`src/hdl/hbp_pkg.sv`:
```
// Purpose: constants for the host bus port controller
// Assumes: ref_clk at 25 MHz
// Notes:   device map offsets count from the I/O block select base
//
// Operation
// - 16-bit: word registers at +2,+4,+6; port B needs upper enable low
// - direction high read, low write; transfer on high enable pulse
// - data-strobe style: strobe active low, direction picks read/write
// - combined spaces: fetch strobe held high; reads by read style
// - reset asynchronous, programmable polarity, held at least 100 ns
package hbp_pkg;
	localparam int CLK_NS = 40;
	localparam int T_RST_NS = 100;
	localparam int T_ACC_NS = 120;
	localparam int T_ALE_NS = 40;
	localparam int SYNC_STAGES = 2;
	localparam int RST_CYC = (T_RST_NS + CLK_NS - 1) / CLK_NS;
	localparam int ACC_CYC = (T_ACC_NS + CLK_NS - 1) / CLK_NS;
	localparam int ALE_CYC = (T_ALE_NS + CLK_NS - 1) / CLK_NS;
	localparam int STB_CYC = ACC_CYC + SYNC_STAGES;
	// device map, offsets from the I/O block select base
	localparam logic [7:0] DEV_PIN_A = 8'h02;
	localparam logic [7:0] DEV_PIN_B = 8'h03;
	localparam logic [7:0] DEV_DIR_A = 8'h04;
	localparam logic [7:0] DEV_DIR_B = 8'h05;
	localparam logic [7:0] DEV_DAT_A = 8'h06;
	localparam logic [7:0] DEV_DAT_B = 8'h07;
	localparam logic [7:0] DEV_PAGE = 8'h18;
	// controller registers
	localparam logic [2:0] REG_CFG = 3'h0;
	localparam logic [2:0] REG_ADDR = 3'h1;
	localparam logic [2:0] REG_WDAT = 3'h2;
	localparam logic [2:0] REG_CMD = 3'h3;
	localparam logic [2:0] REG_STAT = 3'h4;
	localparam logic [2:0] REG_RDAT = 3'h5;
	// cfg bits
	localparam int CFG_BUS16 = 0;
	localparam int CFG_MUXED = 1;
	localparam int CFG_STYLE = 2;
	localparam int CFG_DSSEL = 3;
	localparam int CFG_ALE_HI = 4;
	localparam int CFG_RST_HI = 5;
	localparam int CFG_SPLIT = 6;
	localparam int CFG_W = 7;
	// cmd bits
	localparam int CMD_GO = 0;
	localparam int CMD_WRITE = 1;
	localparam int CMD_FETCH = 2;
	localparam int CMD_UPPER = 3;
	localparam int CMD_RESET = 4;
	localparam logic [CFG_W-1:0] CFG_RST_VAL = 7'h00;
	typedef enum logic [2:0] {
		ST_IDLE, ST_RST, ST_ALE, ST_HOLD, ST_STB, ST_REC
	} hbp_st_t;
endpackage

```
`src/hdl/hbp_host.sv`:
```
// Purpose: host side driver of the peripheral's parallel bus pins
// Assumes: software port with read data one cycle after the read strobe
// Notes:   one transfer at a time; busy shows in the status register
//
// Strobed register access was decided locally.
`timescale 1ns/10ps
module hbp_host
	import hbp_pkg::*;
#(
	parameter int AW = 20,
	parameter int DW = 16
) (
	input  wire logic          ref_clk,
	input  wire logic          rst_b,
	input  wire logic [2:0]    sw_addr,
	input  wire logic [31:0]   sw_wdata,
	input  wire logic          sw_wr,
	input  wire logic          sw_rd,
	output logic      [31:0]   sw_rdata,
	output logic      [AW-1:0] addr_o,
	output logic      [DW-1:0] data_o,
	output logic               data_oe_b,
	input  wire logic [DW-1:0] data_i,
	output logic               ale_o,
	output logic               rd_e_ds_o,
	output logic               wr_rw_o,
	output logic               ube_program_fetch_strobe_o,
	output logic               dev_rst_o
);
	import hbp_pkg::*;

	typedef struct packed {
		hbp_st_t          st;
		logic [CFG_W-1:0] cfg;
		logic [AW-1:0]    addr;
		logic [DW-1:0]    wdat;
		logic             wr;
		logic             fetch;
		logic             upper;
		logic [3:0]       cnt;
		logic [DW-1:0]    rdat;
		logic [DW-1:0]    sync1;
		logic [DW-1:0]    sync2;
		logic [31:0]      sw_rdata;
	} hbp_state_t;

	hbp_state_t s_ff;
	hbp_state_t nxt_s;

	logic bus16;
	logic muxed;
	logic style;
	logic dssel;
	logic in_stb;
	logic in_addr;

	assign bus16 = s_ff.cfg[CFG_BUS16];
	assign muxed = s_ff.cfg[CFG_MUXED];
	assign style = s_ff.cfg[CFG_STYLE];
	assign dssel = s_ff.cfg[CFG_DSSEL];
	assign in_stb = (s_ff.st == ST_STB);
	assign in_addr = (s_ff.st == ST_ALE) || (s_ff.st == ST_HOLD);

	// 4-bit cycle count from an int constant
	function automatic logic [3:0] cyc(input int n);
		return 4'(n - 1);
	endfunction

	// =========================================================
	// sequencing and software registers
	always_comb begin
		nxt_s = s_ff;
		nxt_s.sync1 = data_i;
		nxt_s.sync2 = s_ff.sync1;
		nxt_s.sw_rdata = 32'h0000_0000;
		if (sw_rd) begin
			case (sw_addr)
			REG_CFG:  nxt_s.sw_rdata = 32'(s_ff.cfg);
			REG_ADDR: nxt_s.sw_rdata = 32'(s_ff.addr);
			REG_WDAT: nxt_s.sw_rdata = 32'(s_ff.wdat);
			REG_STAT: nxt_s.sw_rdata = {31'h0, s_ff.st != ST_IDLE};
			REG_RDAT: nxt_s.sw_rdata = 32'(s_ff.rdat);
			default:  nxt_s.sw_rdata = 32'h0000_0000;
			endcase
		end
		// configuration and operands only change while idle
		if (sw_wr && s_ff.st == ST_IDLE) begin
			case (sw_addr)
			REG_CFG:  nxt_s.cfg = sw_wdata[CFG_W-1:0];
			REG_ADDR: nxt_s.addr = sw_wdata[AW-1:0];
			REG_WDAT: nxt_s.wdat = sw_wdata[DW-1:0];
			REG_CMD: begin
				nxt_s.wr = sw_wdata[CMD_WRITE];
				nxt_s.fetch = sw_wdata[CMD_FETCH] & ~sw_wdata[CMD_WRITE];
				nxt_s.upper = sw_wdata[CMD_UPPER];
				if (sw_wdata[CMD_RESET]) begin
					nxt_s.st = ST_RST;
					nxt_s.cnt = cyc(RST_CYC);
				end else if (sw_wdata[CMD_GO]) begin
					nxt_s.st = ST_ALE;
					nxt_s.cnt = cyc(ALE_CYC);
				end
			end
			default: ;
			endcase
		end
		case (s_ff.st)
		ST_IDLE: ;
		ST_RST, ST_ALE: begin
			if (s_ff.cnt != 4'h0) begin
				nxt_s.cnt = s_ff.cnt - 4'h1;
			end else begin
				nxt_s.st = (s_ff.st == ST_RST) ? ST_IDLE : ST_HOLD;
			end
		end
		ST_HOLD: begin
			// latch closed as ST_ALE ended; address held one cycle before the strobe opens the data phase
			nxt_s.st = ST_STB;
			nxt_s.cnt = cyc(STB_CYC);
		end
		ST_STB: begin
			// extra cycles cover the input synchroniser delay
			if (s_ff.cnt != 4'h0) begin
				nxt_s.cnt = s_ff.cnt - 4'h1;
			end else begin
				if (!s_ff.wr) begin
					nxt_s.rdat = s_ff.sync2;
				end
				nxt_s.st = ST_REC;
			end
		end
		ST_REC:  nxt_s.st = ST_IDLE;
		default: nxt_s.st = ST_IDLE;
		endcase
	end

	always_ff @(posedge ref_clk or negedge rst_b) begin
		if (!rst_b) begin
			s_ff <= '0;
			s_ff.st <= ST_IDLE;
			s_ff.cfg <= CFG_RST_VAL;
		end else begin
			s_ff <= nxt_s;
		end
	end

	// =========================================================
	// pins
	assign sw_rdata = s_ff.sw_rdata;
	assign addr_o = s_ff.addr;
	// reset pin polarity follows the device's setting
	assign dev_rst_o = (s_ff.st == ST_RST) ~^ s_ff.cfg[CFG_RST_HI];
	// open during ST_ALE only, closed from ST_HOLD on
	assign ale_o = (s_ff.st == ST_ALE) ~^ s_ff.cfg[CFG_ALE_HI];

	always_comb begin
		data_o = s_ff.wdat;
		data_oe_b = 1'b1;
		if (muxed && in_addr) begin
			data_o = s_ff.addr[DW-1:0];
			data_oe_b = 1'b0;
		end else if (s_ff.wr && in_stb) begin
			data_oe_b = 1'b0;
		end
		// bus left free on reads so the device may drive it
		if (!s_ff.wr && in_stb) begin
			data_oe_b = 1'b1;
		end
	end

	always_comb begin
		rd_e_ds_o = 1'b1;
		wr_rw_o = 1'b1;
		case ({style, dssel})
		2'b10: begin
			rd_e_ds_o = in_stb && !s_ff.fetch;
			wr_rw_o = !s_ff.wr;
		end
		2'b11: begin
			rd_e_ds_o = !(in_stb && !s_ff.fetch);
			wr_rw_o = !s_ff.wr;
		end
		default: begin
			rd_e_ds_o = !(in_stb && !s_ff.wr && !s_ff.fetch);
			wr_rw_o = !(in_stb && s_ff.wr);
		end
		endcase
	end

	always_comb begin
		if (bus16) begin
			// upper half and port B need the enable low
			ube_program_fetch_strobe_o = !s_ff.upper;
		end else if (s_ff.cfg[CFG_SPLIT]) begin
			ube_program_fetch_strobe_o = !(in_stb && s_ff.fetch);
		end else begin
			ube_program_fetch_strobe_o = 1'b1;
		end
	end

	// =========================================================
	// checks
	property p_rst_hold;
		@(posedge ref_clk) disable iff (!rst_b)
		$rose(s_ff.st == ST_RST) |-> (s_ff.st == ST_RST) [*3];
	endproperty
	a_rst_hold: assert property (p_rst_hold)
		else $error("device reset shorter than 100 ns");

	property p_upper_low;
		@(posedge ref_clk) disable iff (!rst_b)
		(in_stb && bus16 && s_ff.upper) |-> !ube_program_fetch_strobe_o;
	endproperty
	a_upper_low: assert property (p_upper_low)
		else $error("upper byte access without enable low");

	property p_e_dir;
		@(posedge ref_clk) disable iff (!rst_b)
		$rose(in_stb) && style && !dssel && !s_ff.fetch |->
			(rd_e_ds_o && wr_rw_o == !s_ff.wr) [*5];
	endproperty
	a_e_dir: assert property (p_e_dir)
		else $error("enable pulse or direction wrong");

	property p_ds_low;
		@(posedge ref_clk) disable iff (!rst_b)
		$rose(in_stb) && style && dssel && !s_ff.fetch |->
			(!rd_e_ds_o && wr_rw_o == !s_ff.wr) [*5] ##1 rd_e_ds_o;
	endproperty
	a_ds_low: assert property (p_ds_low)
		else $error("data strobe not low for the access");

	property p_program_fetch_strobe_tied;
		@(posedge ref_clk) disable iff (!rst_b)
		(!bus16 && !s_ff.cfg[CFG_SPLIT]) |-> ube_program_fetch_strobe_o;
	endproperty
	a_program_fetch_strobe_tied: assert property (p_program_fetch_strobe_tied)
		else $error("fetch strobe not high in combined spaces");

	property p_sep_wr;
		@(posedge ref_clk) disable iff (!rst_b)
		(!style && in_stb && s_ff.wr) |-> (!wr_rw_o && rd_e_ds_o);
	endproperty
	a_sep_wr: assert property (p_sep_wr)
		else $error("write strobe not low alone");

	property p_read_free;
		@(posedge ref_clk) disable iff (!rst_b)
		(in_stb && !s_ff.wr) |-> data_oe_b;
	endproperty
	a_read_free: assert property (p_read_free)
		else $error("host drives data during a read");

	property p_ale_close;
		@(posedge ref_clk) disable iff (!rst_b)
		(s_ff.st == ST_ALE) |=> (ale_o != $past(ale_o)) ##1 in_stb;
	endproperty
	a_ale_close: assert property (p_ale_close)
		else $error("address latch not closed before data phase");

	property p_fetch_only;
		@(posedge ref_clk) disable iff (!rst_b)
		(in_stb && s_ff.fetch && !bus16 && s_ff.cfg[CFG_SPLIT]) |->
			(!ube_program_fetch_strobe_o && wr_rw_o);
	endproperty
	a_fetch_only: assert property (p_fetch_only)
		else $error("fetch strobe not alone during a fetch");
endmodule

```
`config.mk`:
```
export PLATFORM = sky130hd
export DESIGN_NAME = hbp_host
export DESIGN_NICKNAME = d
export VERILOG_FILES = /design/src/hdl/hbp_pkg.sv /design/src/hdl/hbp_host.sv
export SDC_FILE = /design/constraint.sdc
export NUM_CORES = 1
export LEC_CHECK = 0
export BUFFER_PORTS_ARGS = -buffer_cell sky130_fd_sc_hd__buf_2
export CAP_MARGIN = 5
export CORE_MARGIN = 10
export CORE_UTILIZATION = 29
export CTS_CLUSTER_DIAMETER = 100
export CTS_CLUSTER_SIZE = 16
export DETAILED_ROUTE_END_ITERATION = 8
export GPL_TIMING_DRIVEN = 0
export PLACE_DENSITY = 0.61
export SLEW_MARGIN = 40
export SYNTH_ARGS = -nofsm -noshare
export SYNTH_HDL_FRONTEND = slang
export SYNTH_SLANG_ARGS = --single-unit
```
`constraint.sdc`:
```
create_clock -name ref_clk -period 2.1 [get_ports ref_clk]
set_clock_uncertainty 0.1 [all_clocks]
set_input_delay 0 -clock ref_clk [delete_from_list [all_inputs] [get_ports ref_clk]]
set_output_delay 0 -clock ref_clk [all_outputs]
set_load 0.01 [all_outputs]
```
==> out/qor.csv, run 1 <==
metric,value,unit
Iteration-0 DRC Markers,168,
"Core Util, Final",0.409,
r2r endpoint,s_ff[66]$_DFFE_PN0P_,
Max Freq,465,MHz
First-pass DRT Iterations,4,
Peak VDD IR,0.631,mV
Slew @ Worst Pin,0.785,ns
Nets,663,
share of layout cells above drive strength 1,0.497,
DIE AREA,0.0245,mm²
clock share of power,0.274,
setup TNS,-0.481,ns
dominant synthesized flop cell,dfrtp_1,
number of port buffers,103,
most frequent cells in the layout,"dfrtp_1 (121), buf_2 (105), mux2_2 (76), buf_4 (63), dlygate4sd3_1 (38)",
Mean Syn Cell Area,12.7,µm²
Critical Path End,s_ff[66]$_DFFE_PN0P_,
area grow syn2layout,37.6,%
Buffers & Inverters on Critical Path,2,
CP Launch Point,s_ff[80]$_DFF_PN0_,
clk sinks,121,
Initial Util,0.297,
leak pwr,0.00360,µW
Final Hold Viols,6,
Hold WS,-0.0100,ns
CP arrival,2.34,ns
top post-synthesis cells by area,"dfrtp_1 (56%), mux2_2 (16%), buf_4 (7.2%), mux2_4 (2.8%), nor2_1 (1.9%)",
reg-to-reg startpoint,s_ff[80]$_DFF_PN0_,
Pwr per Cell Area,1340,mW/mm²
ys async rst share,1.00,
post-place setup slack,-0.259,ns
Vias/cell,4.34,
first-pass GRT wire length,22100,µm
CTS Root Cell,clkbuf_16,
crit-path leading delay family,simple AND/OR/NAND/NOR gates,
GP Congestion,0.829,
RSZ-0062 raised after global routing,true,
Post-synth EDFFs,0,
total core area,0.0181,mm²
Worst setup SP type,register,
FF-to-FF path depth,6,
Bufs on Longest Clock Path,2,
grt ovf,0,
max-slew headroom at the worst pin,0.474,
average wire per standard cell,16.7,µm
largest net degree at the start of global routing,67,
Setup crit end kind,register,
critical-path cell list,inv_2 -> ha_4 -> or3b_4 -> or3_4 -> buf_12 -> mux2_4,
Worst Hold Class,input pin to async pin,
sequential power share,0.370,
Clock Pin Slew Worst Setup and Hold Paths,0.06,ns
Setup WS post-layout,-0.0511,ns
max-slew violations,0,
R2R setup slack,-0.05,ns
I/O pin count,129,
Crit path required time,2.29,ns
H-tree Lvls,4,
# rows,49,
fin crit share,1.02,
total wire length,14200,µm
Net Switching,3290,µW
Ys Warns,0,
setup violators final,14,
Post-DRT Antenna Nets,0,
Die Span X,156,µm
Yosys top cell area share,0.561,
Pint,6690,µW
CTS tree,built,
n_diodes,0,
run status,"finished, violations left",
mapped cell area,0.00540,mm²
failing checks,"negative hold slack, negative setup slack",
antenna violations before repair,0,
"commonest non-fill, non-tap cell in the layout",dfrtp_1,
critical path class,register to register,
CP max stage delay,0.48,ns
Post-Synthesis Cells,425,
GRT Overall Usage,0.118,
Via Count,3685,
Seq cells post-synth,121,
synth unique cells,44,
cell accounting for the most synthesized area,dfrtp_1,
vias in the first global route,4049,
Clock Latency Late Sink,0.41,ns
Final HPWL DP,10200,µm
number of stages on the worst setup path,6,
Tmin final,2.15,ns
slowest stage cell on the critical path,or3_4,
"Seq/Total Area, Yosys",0.561,
# Max-Cap Violations,0,
number of CTS-inserted buffers,17,
remaining design rule violation count,0,
combinational share of power,0.355,
die height,156,µm
switching share of power,0.329,
"Max FO, Critical Path",5,
-- metrics by stage --
step	power, µW	instance area, µm²	cells
after floorplan	5770	5450	436
after global placement	6850	6250	768
after detailed placement	7040	6300	769
after CTS	10000	7370	846
after global routing	10500	7420	849
final	9970	7420	849
-- Yosys cell counts (all sizes together), types with 2 or more instances --
cell	number
a32oi	2
nor2	28
mux2i	10
nor3b	2
nor3	4
o211ai	2
xor2	2
dfrtp	121
clkbuf	9
nand2	14
mux2	86
a21oi	12
o21ai	12
and2	12
a31oi	2
nand2b	2
or3	2
nand3b	2
a22oi	7
xnor2	2
buf	61
nand3	11
inv	6
-- logic make-up (layout without fill, tap and decap cells) --
logic type	Yosys count	in the layout	synth area share
simple gates	82	82	0.0790
compound gates	44	44	0.0505
mux	96	96	0.205
buf+inv	76	260	0.0950
fa+ha+maj	1	1	0.00232
xor+xnor	4	4	0.00649
other cells	1	12	0.000695
flops	121	121	0.561
-- per-layer routing --
layer  GRT usage  share of wire
met4      0.0364         0.0096
met1       0.139           0.42
met3      0.0359          0.053
met2       0.201           0.52
met5           0              0
-- area by class of cell --
cell class	count	area, µm²
sequential	121	3030
buffer	67	500
inverter	6	22.5
multi-input combinational	239	1950
fill	1717	10700
tap	229	287
timing repair buffer	155	1070
clock inverter	13	125
clock buffer	19	443
-- sequential cells by signal, summed over array words and instances (netlist names) --
register and cells:
s_ff 62, addr_o 20, sw_rdata 20, nxt_s 16, bus16 1, dssel 1
muxed 1
-- worst reg2reg max path, delay by kind of cell (launching register included) --
family | cells | cell delay, ns
AND/OR/NAND/NOR | 2 | 0.87
adder cells (fa/ha/maj) | 1 | 0.14
multiplexers | 1 | 0.29
flip-flops | 1 | 0.39
buffers and inverters | 2 | 0.26
-- worst min-delay path by stage --
| stage | from | end | depth (start not counted) | slack, ns |
|---|---|---|---|---|
| floorplan | rst_b | addr_o[0]$_DFFE_PN0P_ | 0 | -0.40 |
| global placement | data_i[13] | nxt_s[45]$_DFF_PN0_ | 1 | 0.01 |
| detailed placement | rst_b | nxt_s[45]$_DFF_PN0_ | 1 | -0.14 |
| CTS | rst_b | nxt_s[45]$_DFF_PN0_ | 2 | 0.007 |
| global route | rst_b | addr_o[13]$_DFFE_PN0P_ | 2 | 0.04 |
| finish | rst_b | addr_o[13]$_DFFE_PN0P_ | 2 | -0.01 |
-- timing repair --
item	CTS	global route
setup buffers	7	5
hold buffers	38	0
gates resized for setup	12	11
cloned	1	0
hold endpoints to repair	192	0
pin swaps	2	4
endpoints found under the setup margin	43	69
-- power by group through the flow --
stage	Clock [µW]	Sequential, µW	Combinational (µW)
6_report	2740	3690	3540
5_1_grt	2920	3780	3860
4_1_cts	2810	3670	3540
3_5_place_dp	0	3700	3340
3_3_place_gp	0	3650	3210
2_1_floorplan	0	3460	2310
No activity file was read; power rests on OpenSTA's default activity.
==> run 2: changes to the inputs <==
--- a/config.mk
+++ b/config.mk
@@ -5,15 +5,19 @@
 export SDC_FILE = /design/constraint.sdc
 export NUM_CORES = 1
 export LEC_CHECK = 0
+export ABC_AREA = 1
 export BUFFER_PORTS_ARGS = -buffer_cell sky130_fd_sc_hd__buf_2
 export CAP_MARGIN = 5
+export CELL_PAD_IN_SITES_DETAIL_PLACEMENT = 0
+export CELL_PAD_IN_SITES_GLOBAL_PLACEMENT = 1
 export CORE_MARGIN = 10
 export CORE_UTILIZATION = 29
 export CTS_CLUSTER_DIAMETER = 100
 export CTS_CLUSTER_SIZE = 16
 export DETAILED_ROUTE_END_ITERATION = 8
 export GPL_TIMING_DRIVEN = 0
-export PLACE_DENSITY = 0.61
+export PLACE_DENSITY = 0.75
+export SKIP_LAST_GASP = 1
 export SLEW_MARGIN = 40
 export SYNTH_ARGS = -nofsm -noshare
 export SYNTH_HDL_FRONTEND = slang
==> run 2 against run 1 <==
Against the previous run:
- the flow now finishes without violations
- routed wire length increased by 4.7%
- worst hold slack improved by 0.044 ns
- clock power increased by 8.4%
- area after synthesis decreased by 2.4%
- global-route usage increased by 0.97 points
- total power decreased by 2.5%
- critical path depth decreased by 1
- sequential power decreased by 5.4%
- sequential share of layout area increased by 1.1 points
- flip-flop and latch count unchanged
- setup slack improved by 0.16 ns
- critical endpoint is now data_o[14]
==> out/qor.csv, run 2 <==
metric,value,unit,change
Crit path required time,2.00,ns,was 2.29 ns
leak pwr,0.00373,µW,was 0.00360 µW
top post-synthesis cells by area,"dfrtp_1 (57%), nand2_1 (9.5%), o21ai_0 (7.7%), buf_4 (7.5%), inv_1 (5.4%)",,"was dfrtp_1 (56%), mux2_2 (16%), buf_4 (7.2%), mux2_4 (2.8%), nor2_1 (1.9%)"
run status,"finished, final reports clean",,"was finished, violations left"
Slew @ Worst Pin,0.667,ns,was 0.785 ns
Biggest register,s_ff,,unchanged
Nets,821,,was 663
Seq cells post-synth,121,,unchanged
Bufs on Longest Clock Path,2,,unchanged
cell accounting for the most synthesized area,dfrtp_1,,unchanged
GP Congestion,0.849,,was 0.829
CP arrival,1.89,ns,was 2.34 ns
total core area,0.0179,mm²,was 0.0181 mm²
max-slew headroom at the worst pin,0.556,,was 0.474
setup violators final,0,,was 14
Post-Synthesis Cells,587,,was 425
remaining design rule violation count,0,,unchanged
fill count,1787,,was 1717
RSZ-0062 raised after global routing,false,,was true
Final Hold Viols,0,,was 6
FF-to-FF path depth,5,,was 6
Initial Util,0.294,,was 0.297
number of port buffers,104,,was 103
setup TNS,0,ns,was -0.481 ns
Clock Pin Slew Worst Setup and Hold Paths,0.06,ns,about the same
Setup crit end kind,primary output,,was register
Final HPWL DP,10900,µm,was 10200 µm
Worst Hold Class,input pin to async pin,,unchanged
max-slew violations,0,,unchanged
Tmin final,1.99,ns,was 2.15 ns
antenna violations before repair,0,,unchanged
R2R setup slack,0.19,ns,was -0.05 ns
"count leader, synth",nand2_1,,was dfrtp_1
Iteration-0 DRC Markers,261,,was 168
grt ovf,0,,unchanged
Max Freq,502,MHz,was 465 MHz
share of layout cells above drive strength 1,0.274,,was 0.497
First-pass DRT Iterations,5,,was 4
"Seq/Total Area, Yosys",0.575,,was 0.561
vias in the first global route,4411,,was 4049
ys async rst share,1.00,,unchanged
average wire per standard cell,14.8,µm,was 16.7 µm
Worst setup SP type,register,,unchanged
Largest register FFs,62,,unchanged
"commonest non-fill, non-tap cell in the layout",nand2_1,,was dfrtp_1
largest net degree at the start of global routing,77,,was 67
Setup WS post-layout,0.107,ns,was -0.0511 ns
Clock Latency Late Sink,0.42,ns,was 0.41 ns
total wire length,14900,µm,was 14200 µm
post-place setup slack,0.170,ns,was -0.259 ns
critical path class,register to primary output,,was register to register
post-layout total power,9720,µW,was 9970 µW
Peak VDD IR,0.648,mV,was 0.631 mV
most frequent cells in the layout,"nand2_1 (133), dfrtp_1 (120), buf_2 (110), o21ai_0 (81), inv_1 (76)",,"was dfrtp_1 (121), buf_2 (105), mux2_2 (76), buf_4 (63), dlygate4sd3_1 (38)"
dominant synthesized flop cell,dfrtp_1,,unchanged
"Max FO, Critical Path",10,,was 5
Post-DRT Antenna Nets,0,,unchanged
first-pass GRT wire length,23800,µm,was 22100 µm
"Core Util, Final",0.404,,was 0.409
fin crit share,0.949,,was 1.02
CTS Root Cell,clkbuf_16,,unchanged
H-tree Lvls,4,,unchanged
reg-to-reg startpoint,s_ff[132]$_DFF_PN0_,,was s_ff[80]$_DFF_PN0_
synth unique cells,27,,was 44
Post-synth EDFFs,0,,unchanged
Post-synth top cells,"nand2_1 (133), dfrtp_1 (121), o21ai_0 (81)",,"was dfrtp_1 (121), mux2_2 (76), buf_4 (52)"
area grow syn2layout,37.2,%,was 37.6%
mapped cell area,0.00527,mm²,was 0.00540 mm²
Yosys top cell area share,0.575,,was 0.561
Die Span X,155,µm,was 156 µm
CTS tree,built,,unchanged
DIE AREA,0.0240,mm²,was 0.0245 mm²
Mean Syn Cell Area,8.98,µm²,was 12.7 µm²
GRT Overall Usage,0.127,,was 0.118
number of CTS-inserted buffers,17,,unchanged
# Max-Cap Violations,0,,unchanged
r2r endpoint,addr_o[16]$_DFFE_PN0P_,,was s_ff[66]$_DFFE_PN0P_
Vias/cell,4.23,,was 4.34
I/O pin count,129,,unchanged
# rows,49,,unchanged
clk sinks,121,,unchanged
n_diodes,0,,unchanged
Pwr per Cell Area,1340,mW/mm²,about the same
post-CTS setup buffer count,0,,was 7
Via Count,4264,,was 3685
die height,155,µm,was 156 µm
Ys Warns,0,,unchanged
## run 2: changes by cell type after synthesis, moves of 4 or more
cell | before | now
nand2_1 | 14 | 133
mux2_2 | 76 | 0
nand3_1 | 11 | 19
inv_1 | 6 | 76
o22ai_1 | 1 | 13
a21oi_1 | 12 | 3
a22oi_1 | 7 | 0
and2_1 | 12 | 0
mux2_4 | 10 | 0
o21ai_1 | 1 | 16
nor3_1 | 4 | 0
mux2i_1 | 10 | 0
o21ai_0 | 11 | 81
## run 2: routing by layer
metal	routed length, µm	track usage	up-vias
li1	-	-	2148
met4	399	0.0598	0
met2	6990	0.204	142
met1	6620	0.155	1948
met5	0	0	-
met3	864	0.0358	26
## run 2: critical path, cell delays in order, from the launching register on
cell and delay (ns):
dfrtp_2 0.43, inv_2 0.09, nor3_4 0.29, buf_2 0.32, o21ai_0 0.17, buf_2 0.18
## run 2: cells by family (layout without fill, tap and decap cells)
kind of cell | count (synthesis) | count (layout) | synth area share
buf+inv | 149 | 329 | 0.147
xor+xnor | 4 | 4 | 0.00665
fa+ha+maj | 1 | 1 | 0.00237
compound gates | 118 | 118 | 0.118
flops | 121 | 121 | 0.575
simple gates | 193 | 193 | 0.151
other cells | 1 | 12 | 0.000712
## run 2: layout make-up
| type | instances | area (µm²) | area share |
|---|---|---|---|
| inverters | 79 | 297 | 0.0410 |
| clock buffers | 18 | 439 | 0.0608 |
| repair buffers | 148 | 1010 | 0.139 |
| multi-input cells | 328 | 1510 | 0.209 |
| flip-flops and latches | 121 | 3030 | 0.419 |
| plain buffers | 70 | 487 | 0.0673 |
| clock inverters | 14 | 170 | 0.0235 |
| well taps | 229 | 287 | 0.0396 |
## run 2: metrics by stage
step                      area (µm²)  hold slack, ns  std cells
after global placement          6120         0.00932        931
after CTS                       7230          0.0410       1007
final                           7230          0.0337       1007
after global routing            7230          0.0480       1007
after floorplan                 5310          -0.396        598
after detailed placement        6160          -0.172        932
## run 2: worst max path at each step
stage / from / to / slack, ns / depth (start not counted)
global placement: rst_b / s_ff[80]$_DFF_PN0_ / -0.65 / 1
finish: s_ff[131]$_DFF_PN0_ / data_o[14] / 0.11 / 5
detailed placement: s_ff[131]$_DFF_PN0_ / data_o[7] / 0.17 / 5
global route: s_ff[132]$_DFF_PN0_ / addr_o[2]$_DFFE_PN0P_ / 0.0009 / 5
floorplan: s_ff[131]$_DFF_PN0_ / s_ff[66]$_DFFE_PN0P_ / 0.63 / 6
CTS: s_ff[131]$_DFF_PN0_ / data_o[7] / 0.003 / 5
## run 2: where the power goes
group | internal [µW] | total (µW) | switching (µW)
combinational | 1330 | 3260 | 1920
clock | 1900 | 2970 | 1070
sequential | 3070 | 3490 | 425
## run 2: timing repair
action,CTS,global route
gates resized for setup,4,4
hold buffers,43,0
pin swaps,0,0
endpoints found under the hold margin,193,0
endpoints found under the setup margin,16,12
==> run 3: changes to the inputs <==
--- a/config.mk
+++ b/config.mk
@@ -10,6 +10,7 @@
 export CAP_MARGIN = 5
 export CELL_PAD_IN_SITES_DETAIL_PLACEMENT = 0
 export CELL_PAD_IN_SITES_GLOBAL_PLACEMENT = 1
+export CORE_ASPECT_RATIO = 1.4
 export CORE_MARGIN = 10
 export CORE_UTILIZATION = 29
 export CTS_CLUSTER_DIAMETER = 100
==> run 3 against run 2 <==
Against the previous run:
- the flow now finishes with violations (negative hold slack)
- cell count up 0.99%
- worst hold slack got worse by 0.050 ns
- global-route usage rose by 0.24 points
- routed wire length is 3.6% higher
- critical path depth decreased by 1
- combinational power hardly changed
- maximum frequency up 1.0%
- register-to-register slack is essentially flat
- non-clock buffer count fell by 1
- setup slack improved by 0.020 ns
- via count rose by 2.5%
- sequential power about the same
- largest power group unchanged
==> out/qor.csv, run 3 (same netlist as run 2, synthesis figures left out) <==
metric,value,unit,change
Crit path required time,2.00,ns,about the same
most frequent cells in the layout,"nand2_1 (133), dfrtp_1 (121), buf_2 (109), o21ai_0 (81), inv_1 (76)",,"was nand2_1 (133), dfrtp_1 (120), buf_2 (110), o21ai_0 (81), inv_1 (76)"
Slew @ Worst Pin,0.649,ns,was 0.667 ns
post-place setup slack,0.127,ns,was 0.170 ns
sequential power share,0.356,,was 0.359
vias in the first global route,4557,,was 4411
# Max-Cap Violations,0,,unchanged
fin crit share,0.940,,was 0.949
area grow syn2layout,37.3,%,was 37.2%
Nets,820,,was 821
Critical Path End,data_o[0],,was data_o[14]
# rows,58,,was 49
r2r endpoint,addr_o[4]$_DFFE_PN0P_,,was addr_o[16]$_DFFE_PN0P_
setup TNS,0,ns,unchanged
Worst setup SP type,register,,unchanged
clock share of power,0.310,,was 0.306
Net Switching,3430,µW,was 3420 µW
grt ovf,0,,unchanged
critical-path cell list,nor3_4 -> buf_4 -> o21ai_0 -> buf_2,,was inv_2 -> nor3_4 -> buf_2 -> o21ai_0 -> buf_2
switching share of power,0.351,,was 0.352
CTS Root Cell,clkbuf_16,,unchanged
Hold WS,-0.0163,ns,was 0.0337 ns
R2R setup slack,0.18,ns,was 0.19 ns
Peak VDD IR,0.409,mV,was 0.648 mV
reg-to-reg startpoint,s_ff[132]$_DFF_PN0_,,unchanged
setup violators final,0,,unchanged
total core area,0.0179,mm²,about the same
CP max stage delay,0.46,ns,was 0.43 ns
Max Freq,507,MHz,was 502 MHz
FF-to-FF path depth,5,,unchanged
remaining design rule violation count,0,,unchanged
Vias/cell,4.30,,was 4.23
slowest stage cell on the critical path,dfrtp_1,,was dfrtp_2
die height,180,µm,was 155 µm
Iteration-0 DRC Markers,234,,was 261
Final HPWL DP,11400,µm,was 10900 µm
max-slew headroom at the worst pin,0.568,,was 0.556
Die Span X,134,µm,was 155 µm
CTS tree,built,,unchanged
Largest register FFs,62,,unchanged
first-pass GRT wire length,24400,µm,was 23800 µm
I/O pin count,129,,unchanged
CP arrival,1.87,ns,was 1.89 ns
Pwr per Cell Area,1350,mW/mm²,was 1340 mW/mm²
max-slew violations,0,,unchanged
GP Congestion,0.817,,was 0.849
average wire per standard cell,15.2,µm,was 14.8 µm
number of port buffers,104,,unchanged
leak pwr,0.00372,µW,was 0.00373 µW
H-tree Lvls,4,,unchanged
"commonest non-fill, non-tap cell in the layout",nand2_1,,unchanged
critical path class,register to primary output,,unchanged
Bufs on Longest Clock Path,2,,unchanged
run status,"finished, violations left",,"was finished, final reports clean"
Post-DRT Antenna Nets,0,,unchanged
Worst Hold Class,input pin to async pin,,unchanged
number of CTS-inserted buffers,17,,unchanged
DIE AREA,0.0240,mm²,about the same
RSZ-0062 raised after global routing,true,,was false
Setup crit end kind,primary output,,unchanged
largest net degree at the start of global routing,69,,was 77
CP Launch Point,s_ff[132]$_DFF_PN0_,,was s_ff[131]$_DFF_PN0_
n_diodes,0,,unchanged
First-pass DRT Iterations,4,,was 5
total wire length,15400,µm,was 14900 µm
antenna violations before repair,0,,unchanged
Initial Util,0.294,,about the same
Via Count,4369,,was 4264
Final Hold Viols,7,,was 0
clk sinks,121,,unchanged
share of layout cells above drive strength 1,0.273,,was 0.274
Tmin final,1.97,ns,was 1.99 ns
Biggest register,s_ff,,unchanged
Clock Pin Slew Worst Setup and Hold Paths,0.06,ns,about the same
failing checks,negative hold slack,,
GRT Overall Usage,0.130,,was 0.127
Setup WS post-layout,0.127,ns,was 0.107 ns
Clock Latency Late Sink,0.42,ns,about the same
combinational share of power,0.334,,was 0.335
"Max FO, Critical Path",10,,unchanged
Pint,6340,µW,was 6300 µW
[run 3: repair_timing]
action / CTS / global route
pin swaps: 0 / 1
hold buffers: 42 / 0
setup endpoints to repair: 16 / 15
hold endpoints to repair: 195 / 0
buffers inserted: 0 / 0
gates resized for setup: 4 / 7
[run 3: cell type report]
type,count,area (µm²)
fillers,1821,10700
flip-flops and latches,121,3030
multi-input cells,328,1520
repair buffers,147,978
plain buffers,70,493
clock buffers,19,453
well taps,240,300
inverters,79,297
clock inverters,13,170
[run 3: power by group through the flow]
| stage | logic [µW] | clock network, µW | registers (µW) |
|---|---|---|---|
| final | 3260 | 3030 | 3480 |
| after floorplan | 2020 | 0 | 3380 |
| after global routing | 3690 | 3210 | 3560 |
| after CTS | 3330 | 3100 | 3480 |
| after global placement | 3190 | 0 | 3500 |
| after detailed placement | 3220 | 0 | 3520 |
[run 3: stage by stage]
stage	hold WS (ns)	power (µW)	std cells	util	cell area (µm²)
6_report	-0.0163	9770	1017	0.404	7240
5_1_grt	0.0304	10500	1017	0.404	7240
4_1_cts	0.000205	9910	1017	0.403	7230
3_5_place_dp	-0.147	6740	943	0.344	6170
3_3_place_gp	0.00920	6690	942	0.342	6130
2_1_floorplan	-0.396	5410	598	-	5310
[run 3: worst min-delay path by stage]
stage,from,end,slack (ns),cells after the start
global placement,data_i[1],nxt_s[33]$_DFF_PN0_,0.009,1
detailed placement,rst_b,nxt_s[38]$_DFF_PN0_,-0.15,1
global route,rst_b,nxt_s[38]$_DFF_PN0_,0.03,2
CTS,rst_b,nxt_s[38]$_DFF_PN0_,0.0002,2
floorplan,rst_b,addr_o[0]$_DFFE_PN0P_,-0.40,0
finish,rst_b,nxt_s[38]$_DFF_PN0_,-0.02,2
[run 3: worst max-delay path: cells and delay by family, from the launching register on]
kind | cells | cell delay [ns]
AO/OA/AOI/OAI | 1 | 0.18
buffers and inverters | 2 | 0.45
AND/OR/NAND/NOR | 1 | 0.36
flip-flops | 1 | 0.46
[run 3: routing by layer]
layer / vias to the layer above / share of wire / GRT usage
li1: 2143 / - / -
met1: 2064 / 0.40 / 0.145
met2: 136 / 0.51 / 0.220
met3: 26 / 0.062 / 0.0360
met4: 0 / 0.031 / 0.0655
met5: - / 0 / 0
